===== src/sfdc_pkg.sv =====
// Package of register map, field layout, reset values and timing for the fault detector config.
// Summary of operation
// - While undervoltage holds, effective undervoltage threshold rises by the 5-bit hysteresis.
// - While overvoltage holds, effective overvoltage threshold drops by the 5-bit hysteresis.
// - Each overvoltage threshold is a full 8-bit read/write value.
// - Fault type bits 1:0: overvoltage, window, undervoltage, or detector off.
// - Range bits 1:0: midrange, low range, or ultralow range for 10 and 11.
// - Each undervoltage threshold is an 8-bit read/write value.
package sfdc_pkg;

  // ****************************************************************
  // Register map
  // ****************************************************************
  localparam logic [7:0] ADDR_CH2_OV_THR = 8'h08;
  localparam logic [7:0] ADDR_CH2_OV_HYST = 8'h09;
  localparam logic [7:0] ADDR_CH2_UV_THR = 8'h0a;
  localparam logic [7:0] ADDR_CH2_UV_HYST = 8'h0b;
  localparam logic [7:0] ADDR_CH2_CONFIG = 8'h0c;
  localparam logic [7:0] ADDR_CH2_RANGE = 8'h0d;
  localparam logic [7:0] ADDR_CH3_OV_THR = 8'h10;
  localparam logic [7:0] ADDR_CH3_OV_HYST = 8'h11;
  localparam logic [7:0] ADDR_CH3_UV_THR = 8'h12;
  localparam logic [7:0] ADDR_CH3_UV_HYST = 8'h13;
  localparam logic [7:0] ADDR_CH3_CONFIG = 8'h14;
  localparam logic [7:0] ADDR_CH3_RANGE = 8'h15;

  // ****************************************************************
  // Fields and reset values
  // ****************************************************************
  localparam int GLITCH_LSB = 2;
  localparam logic [7:0] READ_UNMAPPED = 8'h00;
  localparam logic [7:0] RST_THR = 8'h00;
  localparam logic [4:0] RST_HYST = 5'h00;
  localparam logic [2:0] RST_GLITCH = 3'h0;
  localparam logic [1:0] RST_FTYPE = 2'h3;
  localparam logic [1:0] RST_RANGE = 2'h0;
  localparam logic [7:0] THR_MAX = 8'hff;
  localparam logic [7:0] THR_MIN = 8'h00;

  localparam logic [1:0] FT_OV = 2'h0;
  localparam logic [1:0] FT_WINDOW = 2'h1;
  localparam logic [1:0] FT_UV = 2'h2;
  localparam logic [1:0] FT_OFF = 2'h3;

  localparam logic [1:0] RANGE_MID = 2'h0;
  localparam logic [1:0] RANGE_LOW = 2'h1;
  localparam logic [1:0] RANGE_ULTRALOW = 2'h2;

  // ****************************************************************
  // Timing
  // ****************************************************************
  localparam int CLK_PERIOD_NS = 10;
  localparam int NS_PER_US = 1000;
  localparam int CLK_CYCLES_PER_US = NS_PER_US / CLK_PERIOD_NS;

  localparam logic [6:0] DLY_US_0 = 7'h00;
  localparam logic [6:0] DLY_US_5 = 7'h05;
  localparam logic [6:0] DLY_US_10 = 7'h0a;
  localparam logic [6:0] DLY_US_20 = 7'h14;
  localparam logic [6:0] DLY_US_30 = 7'h1e;
  localparam logic [6:0] DLY_US_50 = 7'h32;
  localparam logic [6:0] DLY_US_75 = 7'h4b;
  localparam logic [6:0] DLY_US_100 = 7'h64;

  function automatic logic [6:0] glitch_delay_us(input logic [2:0] code);
    logic [6:0] d;
    d = DLY_US_0;
    case (code)
      3'h0: d = DLY_US_0;
      3'h1: d = DLY_US_5;
      3'h2: d = DLY_US_10;
      3'h3: d = DLY_US_20;
      3'h4: d = DLY_US_30;
      3'h5: d = DLY_US_50;
      3'h6: d = DLY_US_75;
      default: d = DLY_US_100;
    endcase
    return d;
  endfunction : glitch_delay_us

  function automatic logic [7:0] thr_add_sat(input logic [7:0] thr, input logic [4:0] hyst);
    logic [8:0] s;
    s = {1'b0, thr} + {4'h0, hyst};
    return s[8] ? THR_MAX : s[7:0];
  endfunction : thr_add_sat

  function automatic logic [7:0] thr_sub_sat(input logic [7:0] thr, input logic [4:0] hyst);
    logic [8:0] s;
    s = {1'b0, thr} - {4'h0, hyst};
    return s[8] ? THR_MIN : s[7:0];
  endfunction : thr_sub_sat

endpackage : sfdc_pkg


===== src/sfdc_glitch_filter.sv =====
// Glitch filter that reports a fault only after it has persisted for the chosen delay.
`timescale 1ns/1ps
module sfdc_glitch_filter import sfdc_pkg::*; #(
  parameter int TICKS_PER_US = CLK_CYCLES_PER_US
) (
  input wire logic mclk,
  input wire logic srst,
  input wire logic rawFault,
  input wire logic [6:0] delayUs,
  output logic faultOut
);

  typedef enum logic [1:0] {SFDC_IDLE, SFDC_WAIT, SFDC_FAULT} sfdc_flt_t;

  sfdc_flt_t state;
  logic [15:0] preCnt;
  logic [6:0] usCount;
  logic usTick;

  // The prescaler restarts with every excursion, so the delay is never shortened by phase.
  assign usTick = (preCnt == 16'(TICKS_PER_US - 1));

  always_ff @(posedge mclk) begin
    if (srst || state != SFDC_WAIT) begin
      preCnt <= '0;
      usCount <= '0;
    end else if (usTick) begin
      preCnt <= '0;
      usCount <= usCount + 7'h01;
    end else begin
      preCnt <= preCnt + 16'h0001;
    end
  end

  always_ff @(posedge mclk) begin
    if (srst) begin
      state <= SFDC_IDLE;
    end else begin
      case (state)
        SFDC_IDLE: begin
          if (rawFault) begin
            state <= (delayUs == DLY_US_0) ? SFDC_FAULT : SFDC_WAIT;
          end
        end
        SFDC_WAIT: begin
          if (!rawFault) begin
            state <= SFDC_IDLE;
          end else if (usCount >= delayUs) begin
            state <= SFDC_FAULT;
          end
        end
        SFDC_FAULT: begin
          if (!rawFault) begin
            state <= SFDC_IDLE;
          end
        end
        default: state <= SFDC_IDLE;
      endcase
    end
  end

  assign faultOut = (state == SFDC_FAULT);

  // ****************************************************************
  // Checks
  // ****************************************************************
  int rawRun;
  always_ff @(posedge mclk) begin
    if (srst || !rawFault) begin
      rawRun <= 0;
    end else if (rawRun < 32'h7fffffff) begin
      rawRun <= rawRun + 1;
    end
  end

  filter_min_delay_a: assert property (@(posedge mclk) disable iff (srst)
    $rose(faultOut) |-> rawRun >= int'(delayUs) * TICKS_PER_US)
    else $error("Fault reported before the glitch delay elapsed.");

  filter_restart_a: assert property (@(posedge mclk) disable iff (srst)
    !rawFault |=> !faultOut)
    else $error("Fault stayed reported after the raw fault cleared.");

  zero_delay_a: assert property (@(posedge mclk) disable iff (srst)
    (state == SFDC_IDLE && rawFault && delayUs == DLY_US_0) |=> faultOut)
    else $error("Zero delay did not report the fault at once.");

endmodule : sfdc_glitch_filter


===== src/sfdc_top.sv =====
// Configuration registers and fault qualification for supply inputs two and three.
`timescale 1ns/1ps
module sfdc_top import sfdc_pkg::*; #(
  parameter int TICKS_PER_US = CLK_CYCLES_PER_US
) (
  input wire logic mclk,
  input wire logic srst,
  input wire logic [7:0] regAddr,
  input wire logic [7:0] regWrData,
  input wire logic regWrEn,
  input wire logic regRdEn,
  output logic [7:0] regRdData,
  input wire logic ovRawCh2,
  input wire logic uvRawCh2,
  input wire logic ovRawCh3,
  input wire logic uvRawCh3,
  output logic [7:0] ovThrEffCh2,
  output logic [7:0] uvThrEffCh2,
  output logic [7:0] ovThrEffCh3,
  output logic [7:0] uvThrEffCh3,
  output logic [1:0] rangeSelCh2,
  output logic [1:0] rangeSelCh3,
  output logic faultCh2,
  output logic faultCh3
);

  // Index 0 is supply input two, index 1 is supply input three.
  logic [7:0] ovThr [2];
  logic [4:0] ovHyst [2];
  logic [7:0] uvThr [2];
  logic [4:0] uvHyst [2];
  logic [2:0] glitchSel [2];
  logic [1:0] faultType [2];
  logic [1:0] rangeSel [2];
  logic [7:0] ovEff [2];
  logic [7:0] uvEff [2];
  logic rawFault [2];
  logic faultOut [2];

  // ****************************************************************
  // Comparator input synchronisers
  // ****************************************************************
  logic [3:0] syncA;
  logic [3:0] syncB;
  logic [3:0] syncC;
  logic [3:0] condLvl;
  logic ovCond [2];
  logic uvCond [2];

  always_ff @(posedge mclk) begin
    if (srst) begin
      syncA <= '0;
      syncB <= '0;
      syncC <= '0;
    end else begin
      syncA <= {uvRawCh3, ovRawCh3, uvRawCh2, ovRawCh2};
      syncB <= syncA;
      syncC <= syncB;
    end
  end

  // A level change is taken only once two later stages agree, rejecting metastable flicker.
  always_ff @(posedge mclk) begin
    if (srst) begin
      condLvl <= '0;
    end else begin
      for (int b = 0; b < 4; b++) begin
        if (syncB[b] == syncC[b]) begin
          condLvl[b] <= syncC[b];
        end
      end
    end
  end

  assign ovCond[0] = condLvl[0];
  assign uvCond[0] = condLvl[1];
  assign ovCond[1] = condLvl[2];
  assign uvCond[1] = condLvl[3];

  // ****************************************************************
  // Register writes
  // ****************************************************************
  always_ff @(posedge mclk) begin
    if (srst) begin
      for (int c = 0; c < 2; c++) begin
        ovThr[c] <= RST_THR;
        ovHyst[c] <= RST_HYST;
        uvThr[c] <= RST_THR;
        uvHyst[c] <= RST_HYST;
        glitchSel[c] <= RST_GLITCH;
        faultType[c] <= RST_FTYPE;
        rangeSel[c] <= RST_RANGE;
      end
    end else if (regWrEn) begin
      // Unimplemented upper bits are dropped; writes elsewhere are ignored.
      case (regAddr)
        ADDR_CH2_OV_THR: ovThr[0] <= regWrData;
        ADDR_CH2_OV_HYST: ovHyst[0] <= regWrData[4:0];
        ADDR_CH2_UV_THR: uvThr[0] <= regWrData;
        ADDR_CH2_UV_HYST: uvHyst[0] <= regWrData[4:0];
        ADDR_CH2_CONFIG: begin
          glitchSel[0] <= regWrData[GLITCH_LSB +: 3];
          faultType[0] <= regWrData[1:0];
        end
        ADDR_CH2_RANGE: rangeSel[0] <= regWrData[1:0];
        ADDR_CH3_OV_THR: ovThr[1] <= regWrData;
        ADDR_CH3_OV_HYST: ovHyst[1] <= regWrData[4:0];
        ADDR_CH3_UV_THR: uvThr[1] <= regWrData;
        ADDR_CH3_UV_HYST: uvHyst[1] <= regWrData[4:0];
        ADDR_CH3_CONFIG: begin
          glitchSel[1] <= regWrData[GLITCH_LSB +: 3];
          faultType[1] <= regWrData[1:0];
        end
        ADDR_CH3_RANGE: rangeSel[1] <= regWrData[1:0];
        default: ;
      endcase
    end
  end

  // ****************************************************************
  // Register reads
  // ****************************************************************
  logic [7:0] next_regRdData;

  always_comb begin
    next_regRdData = READ_UNMAPPED;
    case (regAddr)
      ADDR_CH2_OV_THR: next_regRdData = ovThr[0];
      ADDR_CH2_OV_HYST: next_regRdData = {3'h0, ovHyst[0]};
      ADDR_CH2_UV_THR: next_regRdData = uvThr[0];
      ADDR_CH2_UV_HYST: next_regRdData = {3'h0, uvHyst[0]};
      ADDR_CH2_CONFIG: next_regRdData = {3'h0, glitchSel[0], faultType[0]};
      ADDR_CH2_RANGE: next_regRdData = {6'h00, rangeSel[0]};
      ADDR_CH3_OV_THR: next_regRdData = ovThr[1];
      ADDR_CH3_OV_HYST: next_regRdData = {3'h0, ovHyst[1]};
      ADDR_CH3_UV_THR: next_regRdData = uvThr[1];
      ADDR_CH3_UV_HYST: next_regRdData = {3'h0, uvHyst[1]};
      ADDR_CH3_CONFIG: next_regRdData = {3'h0, glitchSel[1], faultType[1]};
      ADDR_CH3_RANGE: next_regRdData = {6'h00, rangeSel[1]};
      default: next_regRdData = READ_UNMAPPED;
    endcase
  end

  always_ff @(posedge mclk) begin
    if (srst) begin
      regRdData <= READ_UNMAPPED;
    end else if (regRdEn) begin
      regRdData <= next_regRdData;
    end
  end

  // ****************************************************************
  // Effective thresholds, fault selection and filters
  // ****************************************************************
  for (genvar i = 0; i < 2; i++) begin : g_ch
    always_ff @(posedge mclk) begin
      if (srst) begin
        ovEff[i] <= RST_THR;
        uvEff[i] <= RST_THR;
      end else begin
        // Saturation keeps hysteresis from wrapping the threshold past the code range.
        ovEff[i] <= ovCond[i] ? thr_sub_sat(ovThr[i], ovHyst[i]) : ovThr[i];
        uvEff[i] <= uvCond[i] ? thr_add_sat(uvThr[i], uvHyst[i]) : uvThr[i];
      end
    end

    always_comb begin
      case (faultType[i])
        FT_OV: rawFault[i] = ovCond[i];
        FT_WINDOW: rawFault[i] = ovCond[i] | uvCond[i];
        FT_UV: rawFault[i] = uvCond[i];
        default: rawFault[i] = 1'b0;
      endcase
    end

    sfdc_glitch_filter #(.TICKS_PER_US(TICKS_PER_US)) u_filter (
      .mclk(mclk),
      .srst(srst),
      .rawFault(rawFault[i]),
      .delayUs(glitch_delay_us(glitchSel[i])),
      .faultOut(faultOut[i])
    );

    uv_hyst_raise_a: assert property (@(posedge mclk) disable iff (srst)
      uvCond[i] |=> uvEff[i] == thr_add_sat($past(uvThr[i]), $past(uvHyst[i])))
      else $error("Undervoltage threshold not raised by hysteresis.");

    ov_hyst_lower_a: assert property (@(posedge mclk) disable iff (srst)
      (ovCond[i] && ovThr[i] >= {3'h0, ovHyst[i]}) |=> ovEff[i] == $past(ovThr[i]) - $past({3'h0, ovHyst[i]}))
      else $error("Overvoltage threshold not lowered by hysteresis.");

    fault_off_a: assert property (@(posedge mclk) disable iff (srst)
      (faultType[i] == FT_OFF) |-> !rawFault[i] ##1 !faultOut[i])
      else $error("Detector switched off still raises a raw fault.");

    ov_only_a: assert property (@(posedge mclk) disable iff (srst)
      (faultType[i] == FT_OV && uvCond[i] && !ovCond[i]) |-> !rawFault[i])
      else $error("Overvoltage-only mode reacted to undervoltage.");
  end

  assign ovThrEffCh2 = ovEff[0];
  assign uvThrEffCh2 = uvEff[0];
  assign ovThrEffCh3 = ovEff[1];
  assign uvThrEffCh3 = uvEff[1];
  assign rangeSelCh2 = rangeSel[0];
  assign rangeSelCh3 = rangeSel[1];
  assign faultCh2 = faultOut[0];
  assign faultCh3 = faultOut[1];

  ov_thr_write_a: assert property (@(posedge mclk) disable iff (srst)
    (regWrEn && regAddr == ADDR_CH3_OV_THR && !ovCond[1]) ##1 !ovCond[1]
      |=> ovThrEffCh3 == $past(regWrData, 2))
    else $error("Overvoltage threshold write not seen in full 8 bits.");

  uv_thr_write_a: assert property (@(posedge mclk) disable iff (srst)
    (regWrEn && regAddr == ADDR_CH2_UV_THR && !uvCond[0]) ##1 !uvCond[0]
      |=> uvThrEffCh2 == $past(regWrData, 2))
    else $error("Undervoltage threshold write not seen in full 8 bits.");

  range_write_a: assert property (@(posedge mclk) disable iff (srst)
    (regWrEn && regAddr == ADDR_CH3_RANGE) |=> rangeSelCh3 == $past(regWrData[1:0]))
    else $error("Range select does not follow the written code.");

endmodule : sfdc_top


===== config.mk =====
export PLATFORM = sky130hd
export DESIGN_NAME = sfdc_top
export DESIGN_NICKNAME = d
export VERILOG_FILES = /design/src/sfdc_pkg.sv /design/src/sfdc_glitch_filter.sv /design/src/sfdc_top.sv
export SDC_FILE = /design/constraint.sdc
export NUM_CORES = 1
export LEC_CHECK = 0
export BUFFER_PORTS_ARGS = -buffer_cell sky130_fd_sc_hd__buf_2
export CAP_MARGIN = 40
export CORE_MARGIN = 3
export CORE_UTILIZATION = 45
export DETAILED_ROUTE_END_ITERATION = 10
export HOLD_SLACK_MARGIN = 0.15
export SLEW_MARGIN = 20
export SYNTH_ARGS = -nofsm -noshare
export SYNTH_HDL_FRONTEND = slang
export SYNTH_SLANG_ARGS = --single-unit
export TNS_END_PERCENT = 10

===== constraint.sdc =====
create_clock -name mclk -period 3.2 [get_ports mclk]
set_input_delay 0 -clock mclk [delete_from_list [all_inputs] [get_ports mclk]]
set_output_delay 0 -clock mclk [all_outputs]
set_load 0.02 [all_outputs]

* Word-level counts from Yosys, hierarchy flattened
Memory sizes are Yosys's and may differ from the RTL's.
Cells that the tools add are included.
** Word-level totals
- Flip-flop bits (word level) :: 74
- Bits in latches :: 0
- Memory bits (writable) :: 98
- ROM bits :: 0
- Output and inout bits :: 46
- Word-level logic and storage cells :: 207
- Memories kept :: 9
** Memories
- ovEff :: words 2, bits a word 8, read ports 2, clocked after memory_dff 0, wr ports 2, line sfdc_top.sv:35 : logic [7:0] ovEff [2];
- ovThr :: words 2, bits a word 8, read ports 2, clocked after memory_dff 0, wr ports 2, line sfdc_top.sv:28 : logic [7:0] ovThr [2];
- uvEff :: words 2, bits a word 8, read ports 2, clocked after memory_dff 0, wr ports 2, line sfdc_top.sv:36 : logic [7:0] uvEff [2];
- uvThr :: words 2, bits a word 8, read ports 2, clocked after memory_dff 0, wr ports 2, line sfdc_top.sv:30 : logic [7:0] uvThr [2];
- ovHyst :: words 2, bits a word 5, read ports 2, clocked after memory_dff 0, wr ports 2, line sfdc_top.sv:29 : logic [4:0] ovHyst [2];
- uvHyst :: words 2, bits a word 5, read ports 2, clocked after memory_dff 0, wr ports 2, line sfdc_top.sv:31 : logic [4:0] uvHyst [2];
- 3 more memories
** Operators by class
- Add/subtract/negate cells :: 8
- Multipliers :: 0
- Div/mod/pow operators :: 0
- $lt $le $gt $ge :: 2
- Equal/unequal tests :: 46
- Shift operators :: 0
- Mux-type cells :: 94
- Bitwise gates (word level) :: 20
- Reductions and logical operators :: 14
** Operators by type and width (number)
- $mux W8 :: 16
- $pmux W7 S7 :: 2
- $pmux W8 S12 :: 1
- $mux W1 :: 51
- $eq A8 B4 Y1 const B :: 6
- $eq A8 B5 Y1 const B :: 6
- $add A16 B1 Y16 const B :: 2
- $eq A16 B7 Y1 const B :: 2
- $mux W2 :: 14
- $mux W5 :: 4
- $or A1 B1 Y1 :: 20
- $add A8 B5 Y9 :: 2
- $eq A3 B3 Y1 const B :: 6
- $sub A8 B5 Y9 :: 2
- $add A7 B1 Y7 const B :: 2
- $ge A7 B7 Y1 :: 2
- $logic_not A7 Y1 :: 2
- $eq A3 B2 Y1 const B :: 4
- $pmux W2 S3 :: 2
- $eq A2 B1 Y1 const B :: 4
- $eq A2 B2 Y1 const B :: 4
- $logic_not A2 Y1 :: 4
- $ne A2 B1 Y1 const B :: 4
- $eq A3 B1 Y1 const B :: 2
- other kinds (9) :: 20

* Depth between registers and ports, before layout
Gate-level depths: netlist of run 1.
- Word-level depth :: 6
- Gate-level depth with buffers :: 9

* By module
From an unflattened synthesis of run 1, not the netlist that was laid out.
** Second synthesis, totals
- Cells, all modules :: 869
- Area, all modules :: 8703.3 um2
** By module, submodules not included
- sfdc_top :: times used 1, cells an instance 559, area each 6013.3 um2, sequential area each 3103.0 um2
- sfdc_glitch_filter (g_ch[1].u_filter) :: times used 1, cells an instance 155, area each 1353.8 um2, sequential area each 500.5 um2
- sfdc_glitch_filter (g_ch[0].u_filter) :: times used 1, cells an instance 155, area each 1336.3 um2, sequential area each 500.5 um2

* Worst setup path after synthesis of run 1
No wires, ideal clock.
- Path kind :: register to register
- From :: memory ovThr[1][0] (netlist: ovThr[0][8])
- To :: memory ovEff[1][6]
- Setup time :: 0.070 ns
- Data arrival time :: 2.161 ns
- Data required time :: 3.130 ns
- Slack :: 0.969 ns
- Stages on the path, launching flop included :: 9
- Clock period less this slack :: 2.231 ns
- Cells stage by stage :: edfxtp_1 inv_1 ha_1 inv_1 fa_1 a211oi_1 o21bai_1 or4b_2 a21oi_1
** RTL lines (line)
- start: declaration :: sfdc_top.sv:28
- end: declaration :: sfdc_top.sv:35

==> results of run 1 <==
-- per-stage QoR --
stage / utilization, % / setup WS [ns] / hold slack [ns] / instance area (um2)
floorplan: - / 0.969 / 0.128 / 8490
global placement: 49.7 / 0.862 / 0.206 / 9070
detailed placement: 49.7 / 0.774 / 0.215 / 9070
CTS: 53.7 / 0.746 / 0.173 / 9810
global route: 53.7 / 0.554 / 0.207 / 9810
finish: 53.7 / 0.754 / 0.193 / 9810
-- per-layer routing --
layer | wire (um) | part of all wire (%) | track usage (%) | up-vias
met5 | 0 | 0 | 0 | -
met4 | 252 | 1.3 | 5.25 | 0
met3 | 993 | 4.9 | 4.39 | 18
met2 | 9040 | 45 | 30.7 | 166
met1 | 9780 | 49 | 29.2 | 2993
li1 | - | - | - | 3201
-- kinds of logic after synthesis --
family	Yosys count	share of synthesized area, %
flip-flops	172	48.4
multiplexers	25	3.98
AND/OR/NAND/NOR	330	20.9
AO/OA/AOI/OAI	161	12.1
buffers and inverters	66	3.02
adder cells (fa/ha/maj)	42	6.55
XOR/XNOR	49	5.06
-- final timing paths --
kind | start | endpoint | slack, ns | cells after the start
setup / recovery | ovThr[0][8]$_DFFE_PP_ | ovEff[1][6]$_SDFF_PP0_ | 0.75 | 8
setup reg to reg | ovThr[0][8]$_DFFE_PP_ | ovEff[1][6]$_SDFF_PP0_ | 0.75 | 8
hold / removal | regWrEn | uvHyst[0][5]$_DFFE_PP_ | 0.19 | 2
hold reg to reg | syncA[2]$_SDFF_PP0_ | syncB[2]$_SDFF_PP0_ | 0.44 | 1
-- state kept, by name, indices dropped and copies added, names as in the netlist, 10 cells and up --
register,cells
uvHyst,10
uvThr,16
g_ch.u_filter.preCnt,32
ovEff,16
g_ch.u_filter.usCount,14
uvEff,16
ovHyst,10
ovThr,16
-- layout make-up --
class / instances / share of cell area, %
repair buffers: 97 / 6.07
multi-input cells: 607 / 42.0
well taps: 229 / 2.92
clock inverters: 13 / 1.06
flip-flops and latches: 172 / 41.8
inverters: 36 / 1.38
clock buffers: 19 / 4.73
-- report_power, final --
part / switching (uW) / internal (uW) / total [uW]
clock: 912 / 1080 / 1990
combinational: 249 / 180 / 428
sequential: 64.0 / 2340 / 2410
total: 1220 / 3600 / 4830
-- cells in the final DEF (no fill, tap or decap), types with 14 or more instances in the layout --
master,instances
sky130_fd_sc_hd__xor2_1,31
sky130_fd_sc_hd__mux2i_1,18
sky130_fd_sc_hd__a21oi_1,41
sky130_fd_sc_hd__inv_1,35
sky130_fd_sc_hd__or3_1,14
sky130_fd_sc_hd__xnor2_1,18
sky130_fd_sc_hd__edfxtp_1,66
sky130_fd_sc_hd__nand3_1,23
sky130_fd_sc_hd__ha_1,38
sky130_fd_sc_hd__o21ai_0,40
sky130_fd_sc_hd__and2_1,34
sky130_fd_sc_hd__nand2b_1,21
sky130_fd_sc_hd__clkbuf_16,18
sky130_fd_sc_hd__nand2_1,47
sky130_fd_sc_hd__dlygate4sd3_1,17
sky130_fd_sc_hd__a211oi_1,16
sky130_fd_sc_hd__nor2_1,84
sky130_fd_sc_hd__nor2b_1,32
sky130_fd_sc_hd__dfxtp_1,106
sky130_fd_sc_hd__buf_2,70
sky130_fd_sc_hd__nor3_1,18
-- worst max-delay path: stages (launching register included) --
cell and delay, ns:
sky130_fd_sc_hd__edfxtp_1 0.42, sky130_fd_sc_hd__inv_1 0.08, sky130_fd_sc_hd__ha_1 0.16, sky130_fd_sc_hd__inv_1 0.05, sky130_fd_sc_hd__fa_1 0.41, sky130_fd_sc_hd__a211oi_1 0.31, sky130_fd_sc_hd__o21bai_1 0.17, sky130_fd_sc_hd__or4b_2 0.63
sky130_fd_sc_hd__a21oi_1 0.14
==> results.rst, run 1 <==
.. list-table::
   :header-rows: 1

   * - Metric
     - Value
   * - Number of warnings issued by yosys
     - 0
   * - Design Power
     - about 4800 uW
   * - Number of nets produced by synthesis
     - 911
   * - Most frequent cells after synthesis
     - sky130_fd_sc_hd__dfxtp_1, sky130_fd_sc_hd__nor2_1, sky130_fd_sc_hd__edfxtp_1
   * - Initial antenna violation count
     - 0
   * - Arrival time of the worst setup path
     - 2.80 ns
   * - Initial detailed-routing violation count
     - 402
   * - Post-synth top area cell
     - sky130_fd_sc_hd__dfxtp_1
   * - H-Tree Depth
     - 4
   * - Routed wirelength normalized by instance count
     - approximately 17 um
   * - Mapped cell area
     - 0.00849 mm2
   * - Portion of the post-synthesis area used by sequential elements
     - 48.4%
   * - Fraction of the cycle the final worst path needs
     - between 70% and 80%
   * - Total wire length after detailed routing
     - approximately 20 mm
   * - First-pass GRT wire length
     - 32.1 mm
   * - Count of mapped cells out of synthesis
     - 845
   * - Area Growth Syn to Fin
     - 15.7%
   * - Vias in the first global route
     - 5967
   * - Number of distinct library cells after synthesis
     - 65
   * - Starting density of the core
     - a little under half
   * - Post-CTS Setup Inserts
     - 0
   * - Total Nets Final
     - 997
   * - Die outline height
     - about 140 um
   * - Number of synthesized flops with an enable pin
     - 66
   * - GRT Resource Usage Total
     - 20.1%
   * - Post-Route Skew
     - just under 0.01 ns
   * - Most repeated cell in the gate-level netlist after synthesis
     - sky130_fd_sc_hd__dfxtp_1
   * - Transition at the pin with the smallest max-transition slack
     - 0.809 ns
   * - Cell count after placement
     - 1123
   * - Antenna Nets Post-Route
     - 0
   * - Synthesized flop and latch total
     - 172
   * - Vias per std cell
     - 5.44
   * - Critical path launch point type
     - register
   * - Placement row count
     - between 40 and 50
   * - Layout cell share with drive strength beyond 1
     - about 14%
   * - I/O pin total
     - 70
   * - Count of maximum capacitance violations
     - 0
   * - HP Class
     - input pin to register
   * - Critical path type
     - register to register
   * - Top post-synthesis cells by area
     - sky130_fd_sc_hd__dfxtp_1, sky130_fd_sc_hd__edfxtp_1, sky130_fd_sc_hd__ha_1
   * - Maximum frequency from static timing analysis
     - around 0.41 GHz
   * - Post-CTS Resized
     - 0
   * - Total half-perimeter wirelength after legalization and detailed placement
     - 15.1 mm
   * - Setup repair after global routing missed its margin
     - false
   * - Total gr overflow
     - 0
   * - Fillcell total
     - around 1700
   * - Final setup violation count
     - 0
   * - Pin count of the biggest net entering global routing
     - around 40
   * - Number of port buffers
     - 69
   * - Number of buffers inserted during clock tree synthesis
     - 17
   * - Clock slew at reported path FFs
     - roughly 0.07 ns
   * - RD Place Congestion
     - 0.890
   * - Number of diodes added for antenna fixing
     - 0
   * - Multi-input combinational cell area
     - around 0.0041 mm2
   * - Buffer cell driving the clock tree root
     - sky130_fd_sc_hd__clkbuf_16
   * - Overall die area
     - 0.0205 mm2
   * - Worst skew pair latency
     - between 0.4 and 0.5 ns
   * - Final critical delay including setup and external delays
     - 2.45 ns
   * - Power Density
     - 492 mW/mm2
   * - Via count
     - roughly 6400
   * - Syn avg cell area
     - 10.0 um2
   * - Proportion of register bits with asynchronous set or reset after synthesis
     - 0%
   * - Remaining design rule violation count
     - 0
   * - Clock tree from TritonCTS
     - built
   * - Lkg Pwr
     - 0.00380 uW
   * - Sequential cell area in the final layout
     - 0.00410 mm2
   * - Buffer levels on the longest clock path
     - 2
   * - Top-area cell type share of the netlist area
     - about a quarter
   * - Die Width
     - 143 um
   * - Number of detailed-route iterations in the first pass
     - 5
   * - Required time at the worst-slack endpoint
     - ~3.6 ns
   * - Post-route insts no fill
     - about 1200
   * - Total Neg Setup Slack
     - 0 ns
   * - CP endpoint kind
     - register
   * - Hold buffer count at cts
     - 17
   * - Primary FF master, synth
     - sky130_fd_sc_hd__dfxtp_1
   * - Result of the run
     - complete, no violations
   * - Worst supply voltage drop on vdd
     - 0.000349 V
   * - Total number of clock tree sinks
     - 172
   * - Count of final max-slew check failures
     - 0
   * - Max transition margin
     - 45.5%
   * - Final Hold Violating Endpoints
     - 0
   * - CP max FO
     - 4
   * - Placeable core region
     - 0.0183 mm2
No activity file was read; power rests on OpenSTA's default activity.
==> inputs of run 2 (changes only) <==
==> constraint.sdc (replaced) <==
create_clock -name mclk -period 2.5 [get_ports mclk]
set_input_delay 0 -clock mclk [delete_from_list [all_inputs] [get_ports mclk]]
set_output_delay 0 -clock mclk [all_outputs]
set_load 0.02 [all_outputs]
==> results.rst, run 2 (synthesized netlist as in run 1, its figures left out) <==
.. list-table::
   :header-rows: 1

   * - Metric
     - Value
   * - Critical path startpoint
     - ovThr[0][8]$_DFFE_PP_
   * - Worst supply voltage drop on vdd
     - 0.000464 V (+33%)
   * - Number of buffers inserted during clock tree synthesis
     - 17 (unchanged)
   * - Die outline height
     - 143 um (unchanged)
   * - RD Place Congestion
     - 0.837 (-6.0%)
   * - Commonest non-fill, non-tap cells in the layout
     - sky130_fd_sc_hd__dfxtp_1, sky130_fd_sc_hd__nor2_1, sky130_fd_sc_hd__buf_2
   * - H-Tree Depth
     - 4 (unchanged)
   * - Final setup violation count
     - 0 (unchanged)
   * - Reg2Reg Capture Point
     - ovEff[1][6]$_SDFF_PP0_
   * - Critical path type
     - register to register
   * - Antenna Nets Post-Route
     - 0 (unchanged)
   * - First-pass GRT wire length
     - 32.0 mm (-0.30%)
   * - Number of port buffers
     - 69 (unchanged)
   * - Reg-to-Reg Start
     - ovThr[0][8]$_DFFE_PP_
   * - Fraction of the cycle the final worst path needs
     - 94.4% (+18 points)
   * - Count of cells along the worst hold path
     - 5 (+3)
   * - Initial detailed-routing violation count
     - 456 (+13%)
   * - Die Width
     - 143 um (unchanged)
   * - Sequential cell area in the final layout
     - 0.00410 mm2 (unchanged)
   * - Post-Route Skew
     - 0.00775 ns (-0.00191 ns)
   * - Post-CTS Setup Inserts
     - 0 (unchanged)
   * - Fillcell total
     - 1674 (-0.53%)
   * - Critical Path, Cell by Cell
     - inv_1, ha_1, inv_1, fa_1, a211oi_2, o21bai_1, or4b_2, a21oi_1
   * - Arrival time of the worst setup path
     - 2.72 ns (-0.08 ns)
   * - Via count
     - 6399 (+0.33%)
   * - Setup repair after global routing missed its margin
     - false
   * - Vias per std cell
     - 5.42 (-0.27%)
   * - Initial antenna violation count
     - 0 (unchanged)
   * - Critical path launch point type
     - register
   * - Number of detailed-route iterations in the first pass
     - 4 (-1)
   * - Lkg Pwr
     - 0.00382 uW (+0.56%)
   * - Total number of clock tree sinks
     - 172 (unchanged)
   * - Clock group share of total power
     - 40.6% (-0.7 points)
   * - CP endpoint kind
     - register
   * - Sequential group share of total power
     - 50.4% (+0.5 points)
   * - Clock tree from TritonCTS
     - built
   * - Number of flip-flops under the largest register name
     - 32 (unchanged)
   * - Pin count of the biggest net entering global routing
     - 45 (+9.8%)
   * - Crit-path most repeated cell
     - sky130_fd_sc_hd__inv_1
   * - Cell count after placement
     - 1133 (+0.89%)
   * - Worst skew pair latency
     - 0.43 ns (about the same)
   * - Count of final max-slew check failures
     - 0 (unchanged)
   * - Maximum frequency from static timing analysis
     - 0.424 GHz (+3.7%)
   * - Setup Slack @ Placement
     - 0.0691 ns (-0.705 ns)
   * - Internal power consumption
     - 4580 uW (+27%)
   * - Routed wirelength normalized by instance count
     - 17.0 um (-0.34%)
   * - Final Hold Violating Endpoints
     - 0 (unchanged)
   * - CP Buf/Inv Count
     - 2 (unchanged)
   * - Family with the most delay on the worst path
     - simple AND/OR/NAND/NOR gates
   * - Net switching power
     - 1540 uW (+26%)
   * - Starting density of the core
     - 46.4% (unchanged)
   * - CP max FO
     - 4 (unchanged)
   * - Largest stage delay on the critical path
     - 0.64 ns (about the same)
   * - Total wire length after detailed routing
     - 20.1 mm (+0.26%)
   * - Placeable core region
     - 0.0183 mm2 (unchanged)
   * - Layout cell share with drive strength beyond 1
     - 14.5% (+0.95 points)
   * - Worst path depth
     - 8 (unchanged)
   * - Clock slew at reported path FFs
     - 0.07 ns (about the same)
   * - Post-route insts no fill
     - 1180 (+0.60%)
   * - Placement row count
     - 49 (unchanged)
   * - Total half-perimeter wirelength after legalization and detailed placement
     - 14.9 mm (-1.4%)
   * - Total Neg Setup Slack
     - 0 ns (unchanged)
   * - Combinational group share of total power
     - 9.0% (about the same)
   * - Number of diodes added for antenna fixing
     - 0 (unchanged)
   * - Count of maximum capacitance violations
     - 0 (unchanged)
   * - Final cell area excluding filler cells
     - 0.00985 mm2 (+0.36%)
   * - Buffer levels on the longest clock path
     - 2 (unchanged)
   * - Multi-input combinational cell area
     - 0.00413 mm2 (+0.12%)
   * - Required time at the worst-slack endpoint
     - 2.86 ns (-0.70 ns)
   * - Reg2Reg Setup Slack
     - 0.14 ns (-0.61 ns)
   * - Overall die area
     - 0.0205 mm2 (unchanged)
   * - Leading cell type in the layout, fill and taps excluded
     - sky130_fd_sc_hd__dfxtp_1
   * - Remaining design rule violation count
     - 0 (unchanged)
   * - Fin worst setup slack
     - 0.141 ns (-0.613 ns)
   * - Area Growth Syn to Fin
     - 16.1%
   * - Vias in the first global route
     - 5958 (-0.15%)
   * - Instance area after placement
     - 0.00915 mm2 (+0.83%)
   * - Cell with the largest stage delay on the worst path
     - sky130_fd_sc_hd__or4b_2
   * - Path depth of the worst reg2reg path
     - 8 (unchanged)
   * - Max transition margin
     - 58.9% (+13 points)
   * - GRT Resource Usage Total
     - 20.1% (+0.030 points)
   * - Transition at the pin with the smallest max-transition slack
     - 0.617 ns (-0.192 ns)
   * - Total Nets Final
     - 1004 (+0.70%)
   * - HP Class
     - input pin to register
   * - Crit path to
     - ovEff[1][6]$_SDFF_PP0_
   * - Total gr overflow
     - 0 (unchanged)
   * - Power Density
     - 621 mW/mm2 (+26%)
   * - Buffer cell driving the clock tree root
     - sky130_fd_sc_hd__clkbuf_16
   * - I/O pin total
     - 70 (unchanged)
   * - Reg with most FFs
     - g_ch.u_filter.preCnt
   * - Result of the run
     - complete, no violations
   * - Fraction of power spent switching nets
     - 25.1% (-0.24 points)
   * - Final critical delay including setup and external delays
     - 2.36 ns (-0.0872 ns)
run 2: cell types whose count changed in the layout (fill, tap and decap cells not counted), sizes merged:
| cell | delta |
|---|---|
| clkinvlp | +1 |
| clkbuf | +1 |
| buf | +9 |
| dlygate4sd3 | -2 |
| clkinv | +2 |
| inv | -4 |
run 2: per-layer routing:
layer	GRT usage (%)	wire, um
met5	0	0
met4	4.06	148
met3	4.16	1110
met2	31.0	8980
met1	29.7	9880
run 2: metrics by stage:
step | total power [uW] | util, % | hold slack, ns
final | 6120 | 53.9 | 0.182
after global routing | 6350 | 53.9 | 0.211
after CTS | 6160 | 53.9 | 0.167
after detailed placement | 3670 | 50.1 | 0.214
after global placement | 3670 | 50.1 | 0.207
after floorplan | 3480 | - | 0.128
run 2: worst min-delay path by stage:
stage                    start                        end  slack [ns]
floorplan             ovRawCh2        syncA[0]$_SDFF_PP0_        0.13
global placement      uvRawCh2        syncA[1]$_SDFF_PP0_        0.21
detailed placement    uvRawCh3        syncA[3]$_SDFF_PP0_        0.21
CTS                 regAddr[2]  regRdData[4]$_SDFFE_PP0P_        0.17
global route        regAddr[2]  regRdData[4]$_SDFFE_PP0P_        0.21
finish              regAddr[2]  regRdData[4]$_SDFFE_PP0P_        0.18
run 2: area by class of cell:
type	instances	area share, %
multi-input combinational	607	41.9
sequential	172	41.7
timing repair buffer	104	6.55
clock buffer	20	4.69
tap	229	2.91
inverter	36	1.37
clock inverter	12	0.877
run 2: worst register-to-register path: stages (launching register included):
cell                       delay, ns
sky130_fd_sc_hd__edfxtp_1       0.42
sky130_fd_sc_hd__inv_1          0.08
sky130_fd_sc_hd__ha_1           0.16
sky130_fd_sc_hd__inv_1          0.06
sky130_fd_sc_hd__fa_1           0.42
sky130_fd_sc_hd__a211oi_2       0.24
sky130_fd_sc_hd__o21bai_1       0.15
sky130_fd_sc_hd__or4b_2         0.64
sky130_fd_sc_hd__a21oi_1        0.14
run 2: power by group through the flow:
stage          Sequential (uW)  Clock [uW]  Combinational [uW]
2_1_floorplan             3140           0                 342
3_3_place_gp              3140           0                 531
3_5_place_dp              3140           0                 530
4_1_cts                   3080        2530                 552
5_1_grt                   3090        2640                 618
6_report                  3080        2480                 553
run 2: what timing repair did:
item / in CTS / in global routing
hold endpoints to repair: 82 / 0
hold buffers: 15 / 0
gates resized for setup: 0 / 1
endpoints found under the setup margin: 0 / 1
==> inputs of run 3 (changes only) <==
--- a/config.mk
+++ b/config.mk
@@ -5,6 +5,7 @@
 export SDC_FILE = /design/constraint.sdc
 export NUM_CORES = 1
 export LEC_CHECK = 0
+export ABC_AREA = 1
 export BUFFER_PORTS_ARGS = -buffer_cell sky130_fd_sc_hd__buf_2
 export CAP_MARGIN = 40
 export CORE_MARGIN = 3
==> results.rst, run 3 <==
.. list-table::
   :header-rows: 1

   * - Metric
     - Value
   * - Result of the run
     - complete, no violations
   * - End-of-flow core utilization
     - 53.9% (about the same)
   * - GRT Resource Usage Total
     - 21.5% (+1.4 points)
   * - Critical path type
     - register to register
   * - Transition at the pin with the smallest max-transition slack
     - 0.657 ns (+0.0400 ns)
   * - Reg2Reg Setup Slack
     - 0.47 ns (+0.33 ns)
   * - Syn avg cell area
     - 7.95 um2 (-21%)
   * - Die Width
     - 145 um (+1.1%)
   * - Number of nets produced by synthesis
     - 1157 (+27%)
   * - Area Growth Syn to Fin
     - 17.0%
   * - Power Density
     - 626 mW/mm2 (+0.79%)
   * - Clock tree from TritonCTS
     - built
   * - GRT met1 Usage
     - 31.7% (+2.0 points)
   * - Vias in the first global route
     - 6882 (+16%)
   * - Total Neg Setup Slack
     - 0 ns (unchanged)
   * - HP Class
     - input pin to register
   * - Count of maximum capacitance violations
     - 0 (unchanged)
   * - Proportion of register bits with asynchronous set or reset after synthesis
     - 0% (unchanged)
   * - Met2 layer usage reported by global route
     - 30.8% (-0.23 points)
   * - Via count
     - 7410 (+16%)
   * - Number of diodes added for antenna fixing
     - 0 (unchanged)
   * - Worst supply voltage drop on vdd
     - 0.000482 V (+3.8%)
   * - Crit path to
     - g_ch[0].u_filter.state[1]$_SDFFE_PP0P_
   * - Path depth of the worst reg2reg path
     - 10 (+2)
   * - Fraction of power spent switching nets
     - 24.8% (-0.29 points)
   * - Layout cell share with drive strength beyond 1
     - 12.5% (-2.0 points)
   * - Setup repair after global routing missed its margin
     - false
   * - Antenna Nets Post-Route
     - 0 (unchanged)
   * - Number of warnings issued by yosys
     - 0 (unchanged)
   * - Reg-to-Reg Start
     - glitchSel[0][2]$_DFFE_PP_
   * - Primary FF master, synth
     - sky130_fd_sc_hd__dfxtp_1
   * - Mapped cell area
     - 0.00867 mm2 (+2.2%)
   * - Post-synth top area cell
     - sky130_fd_sc_hd__dfxtp_1
   * - First-pass GRT wire length
     - 34.9 mm (+9.2%)
   * - Layer carrying the most global-route usage
     - met1
   * - Final setup violation count
     - 0 (unchanged)
   * - Max transition margin
     - 55.8% (-3.1 points)
   * - Die outline height
     - 145 um (+1.1%)
   * - Routed wirelength normalized by instance count
     - 15.1 um (-12%)
   * - Lkg Pwr
     - 0.00442 uW (+16%)
   * - Overall die area
     - 0.0210 mm2 (+2.1%)
   * - CP endpoint kind
     - register
   * - Number of buffers inserted during clock tree synthesis
     - 17 (unchanged)
   * - Clock slew at reported path FFs
     - 0.07 ns (about the same)
   * - Count of final max-slew check failures
     - 0 (unchanged)
   * - Synthesized flop and latch total
     - 172 (unchanged)
   * - Required time at the worst-slack endpoint
     - 2.78 ns (-0.08 ns)
   * - Count of mapped cells out of synthesis
     - 1091 (+29%)
   * - CP max FO
     - 6 (+2)
   * - Design Power
     - 6360 uW (+3.9%)
   * - Remaining design rule violation count
     - 0 (unchanged)
   * - Worst skew pair latency
     - 0.43 ns (about the same)
   * - Number of distinct library cells after synthesis
     - 43 (-34%)
   * - Leading cell type in the layout, fill and taps excluded
     - sky130_fd_sc_hd__nand2_1
   * - Pin count of the biggest net entering global routing
     - 26 (-42%)
   * - H-Tree Depth
     - 4 (unchanged)
   * - Most frequent cells after synthesis
     - sky130_fd_sc_hd__nand2_1, sky130_fd_sc_hd__nor2_1, sky130_fd_sc_hd__inv_1
   * - Total gr overflow
     - 0 (unchanged)
   * - Initial detailed-routing violation count
     - 533 (+17%)
   * - Placement row count
     - 50 (+2.0%)
   * - Clock group share of total power
     - 43.6% (+3.0 points)
   * - I/O pin total
     - 70 (unchanged)
   * - Maximum frequency from static timing analysis
     - 0.492 GHz (+16%)
   * - Total half-perimeter wirelength after legalization and detailed placement
     - 16.8 mm (+13%)
   * - Internal power consumption
     - 4780 uW (+4.3%)
   * - Number of detailed-route iterations in the first pass
     - 5 (+1)
   * - Net switching power
     - 1580 uW (+2.7%)
   * - Critical path launch point type
     - register
   * - Starting density of the core
     - 46.1% (-0.38 points)
   * - Commonest non-fill, non-tap cells in the layout
     - sky130_fd_sc_hd__nand2_1, sky130_fd_sc_hd__nor2_1, sky130_fd_sc_hd__inv_1
   * - Fraction of the cycle the final worst path needs
     - 81.3% (-13 points)
   * - Met3 usage in global routing
     - 5.72% (+1.6 points)
   * - Top-area cell type share of the netlist area
     - 24.5% (-0.54 points)
   * - Reg2Reg Capture Point
     - g_ch[0].u_filter.state[1]$_SDFFE_PP0P_
   * - Initial antenna violation count
     - 0 (unchanged)
   * - Most repeated cell in the gate-level netlist after synthesis
     - sky130_fd_sc_hd__nand2_1
   * - Post-Route Skew
     - 0.0128 ns (+0.00504 ns)
   * - Arrival time of the worst setup path
     - 2.32 ns (-0.40 ns)
   * - Buffer levels on the longest clock path
     - 2 (unchanged)
   * - Portion of the post-synthesis area used by sequential elements
     - 47.3% (-1.1 points)
   * - Sequential group share of total power
     - 48.3% (-2.1 points)
   * - Final Hold Violating Endpoints
     - 0 (unchanged)
   * - Number of flip-flops under the largest register name
     - 32 (unchanged)
   * - Total number of clock tree sinks
     - 172 (unchanged)
   * - RD Place Congestion
     - 0.925 (+11%)
   * - Total wire length after detailed routing
     - 22.1 mm (+9.9%)
   * - Placeable core region
     - 0.0188 mm2 (+3.1%)
   * - Combinational group share of total power
     - 8.1% (-0.9 points)
   * - Critical path startpoint
     - glitchSel[0][2]$_DFFE_PP_
   * - Number of synthesized flops with an enable pin
     - 66 (unchanged)
   * - Reg with most FFs
     - g_ch.u_filter.preCnt
   * - Top post-synthesis cells by area
     - sky130_fd_sc_hd__dfxtp_1, sky130_fd_sc_hd__edfxtp_1, sky130_fd_sc_hd__nand2_1
   * - Post-CTS Setup Inserts
     - 0 (unchanged)
   * - Final critical delay including setup and external delays
     - 2.03 ns (-0.327 ns)
   * - Total Nets Final
     - 1259 (+25%)
   * - Buffer cell driving the clock tree root
     - sky130_fd_sc_hd__clkbuf_16
   * - Number of port buffers
     - 69 (unchanged)
   * - Vias per std cell
     - 5.05 (-6.8%)
[run 3: changes by cell type after synthesis, sizes merged, moves of 32 or more]
cell | before | now
nand2 | 47 | 239
nor2b | 32 | 0
and2 | 34 | 0
inv | 35 | 140
nor2 | 84 | 158
a21oi | 41 | 75
nand3 | 23 | 102
[run 3: worst min-delay path by stage]
stage | end | slack [ns] | depth (start not counted) | startpoint
global route | ovHyst[0][6]$_DFFE_PP_ | 0.30 | 6 | regAddr[5]
CTS | rangeSel[0][3]$_DFFE_PP_ | 0.27 | 5 | regAddr[2]
floorplan | syncA[0]$_SDFF_PP0_ | 0.11 | 2 | ovRawCh2
global placement | syncA[2]$_SDFF_PP0_ | 0.21 | 3 | ovRawCh3
detailed placement | syncA[2]$_SDFF_PP0_ | 0.21 | 3 | ovRawCh3
finish | ovHyst[0][6]$_DFFE_PP_ | 0.29 | 6 | regAddr[5]
[run 3: layout make-up]
class	instances	area (um2)
Fill cell	1792	8680
Sequential cell	172	4100
Multi-Input combinational cell	760	3960
Timing Repair Buffer	102	631
Inverter	140	526
Clock buffer	17	425
Tap cell	260	325
Clock inverter	15	185
[run 3: per-layer routing]
layer | part of all wire, % | up-vias | wire, um
met2 | 42 | 214 | 9300
met4 | 2.0 | 0 | 438
li1 | - | 3790 | -
met5 | 0 | - | 0
met3 | 6.8 | 30 | 1510
met1 | 49 | 3376 | 10900
[run 3: cell families after synthesis]
logic type      after synthesis  share of synthesized area, %
compound gates              150                          9.51
buf+inv                     159                          7.08
simple gates                541                          27.0
flops                       172                          47.3
fa+ha+maj                    42                          6.40
xor+xnor                     27                          2.73
[run 3: critical path, stage by stage, from the launching register on]
cell	delay, ns
sky130_fd_sc_hd__edfxtp_1	0.43
sky130_fd_sc_hd__inv_1	0.13
sky130_fd_sc_hd__nand2_1	0.15
sky130_fd_sc_hd__o221a_2	0.27
sky130_fd_sc_hd__ha_1	0.31
sky130_fd_sc_hd__nand2_1	0.07
sky130_fd_sc_hd__nor2_1	0.04
sky130_fd_sc_hd__o31ai_1	0.23
sky130_fd_sc_hd__nand3_1	0.13
sky130_fd_sc_hd__nand2_1	0.08
sky130_fd_sc_hd__a21oi_1	0.05
[run 3: timing repair]
action                                 CTS  global route
hold buffers                            15             0
resized for setup                        0             0
endpoints found under the hold margin   73             0
setup endpoints to repair                0             0
[run 3: metrics by stage]
stage / area (um2) / setup slack, ns / hold WS (ns) / instances
after global placement: 9390 / 0.581 / 0.206 / 1419
after detailed placement: 9390 / 0.548 / 0.207 / 1419
after CTS: 10200 / 0.477 / 0.271 / 1466
after global routing: 10200 / 0.256 / 0.303 / 1466
after floorplan: 8670 / 0.718 / 0.107 / 1091
final: 10200 / 0.468 / 0.292 / 1466
[run 3: power by group through the flow]
stage	clock network (uW)	registers (uW)	logic, uW
global route	2950	3080	577
finish	2770	3070	513
CTS	2830	3070	514
global placement	0	3130	491
floorplan	0	3150	293
detailed placement	0	3130	493
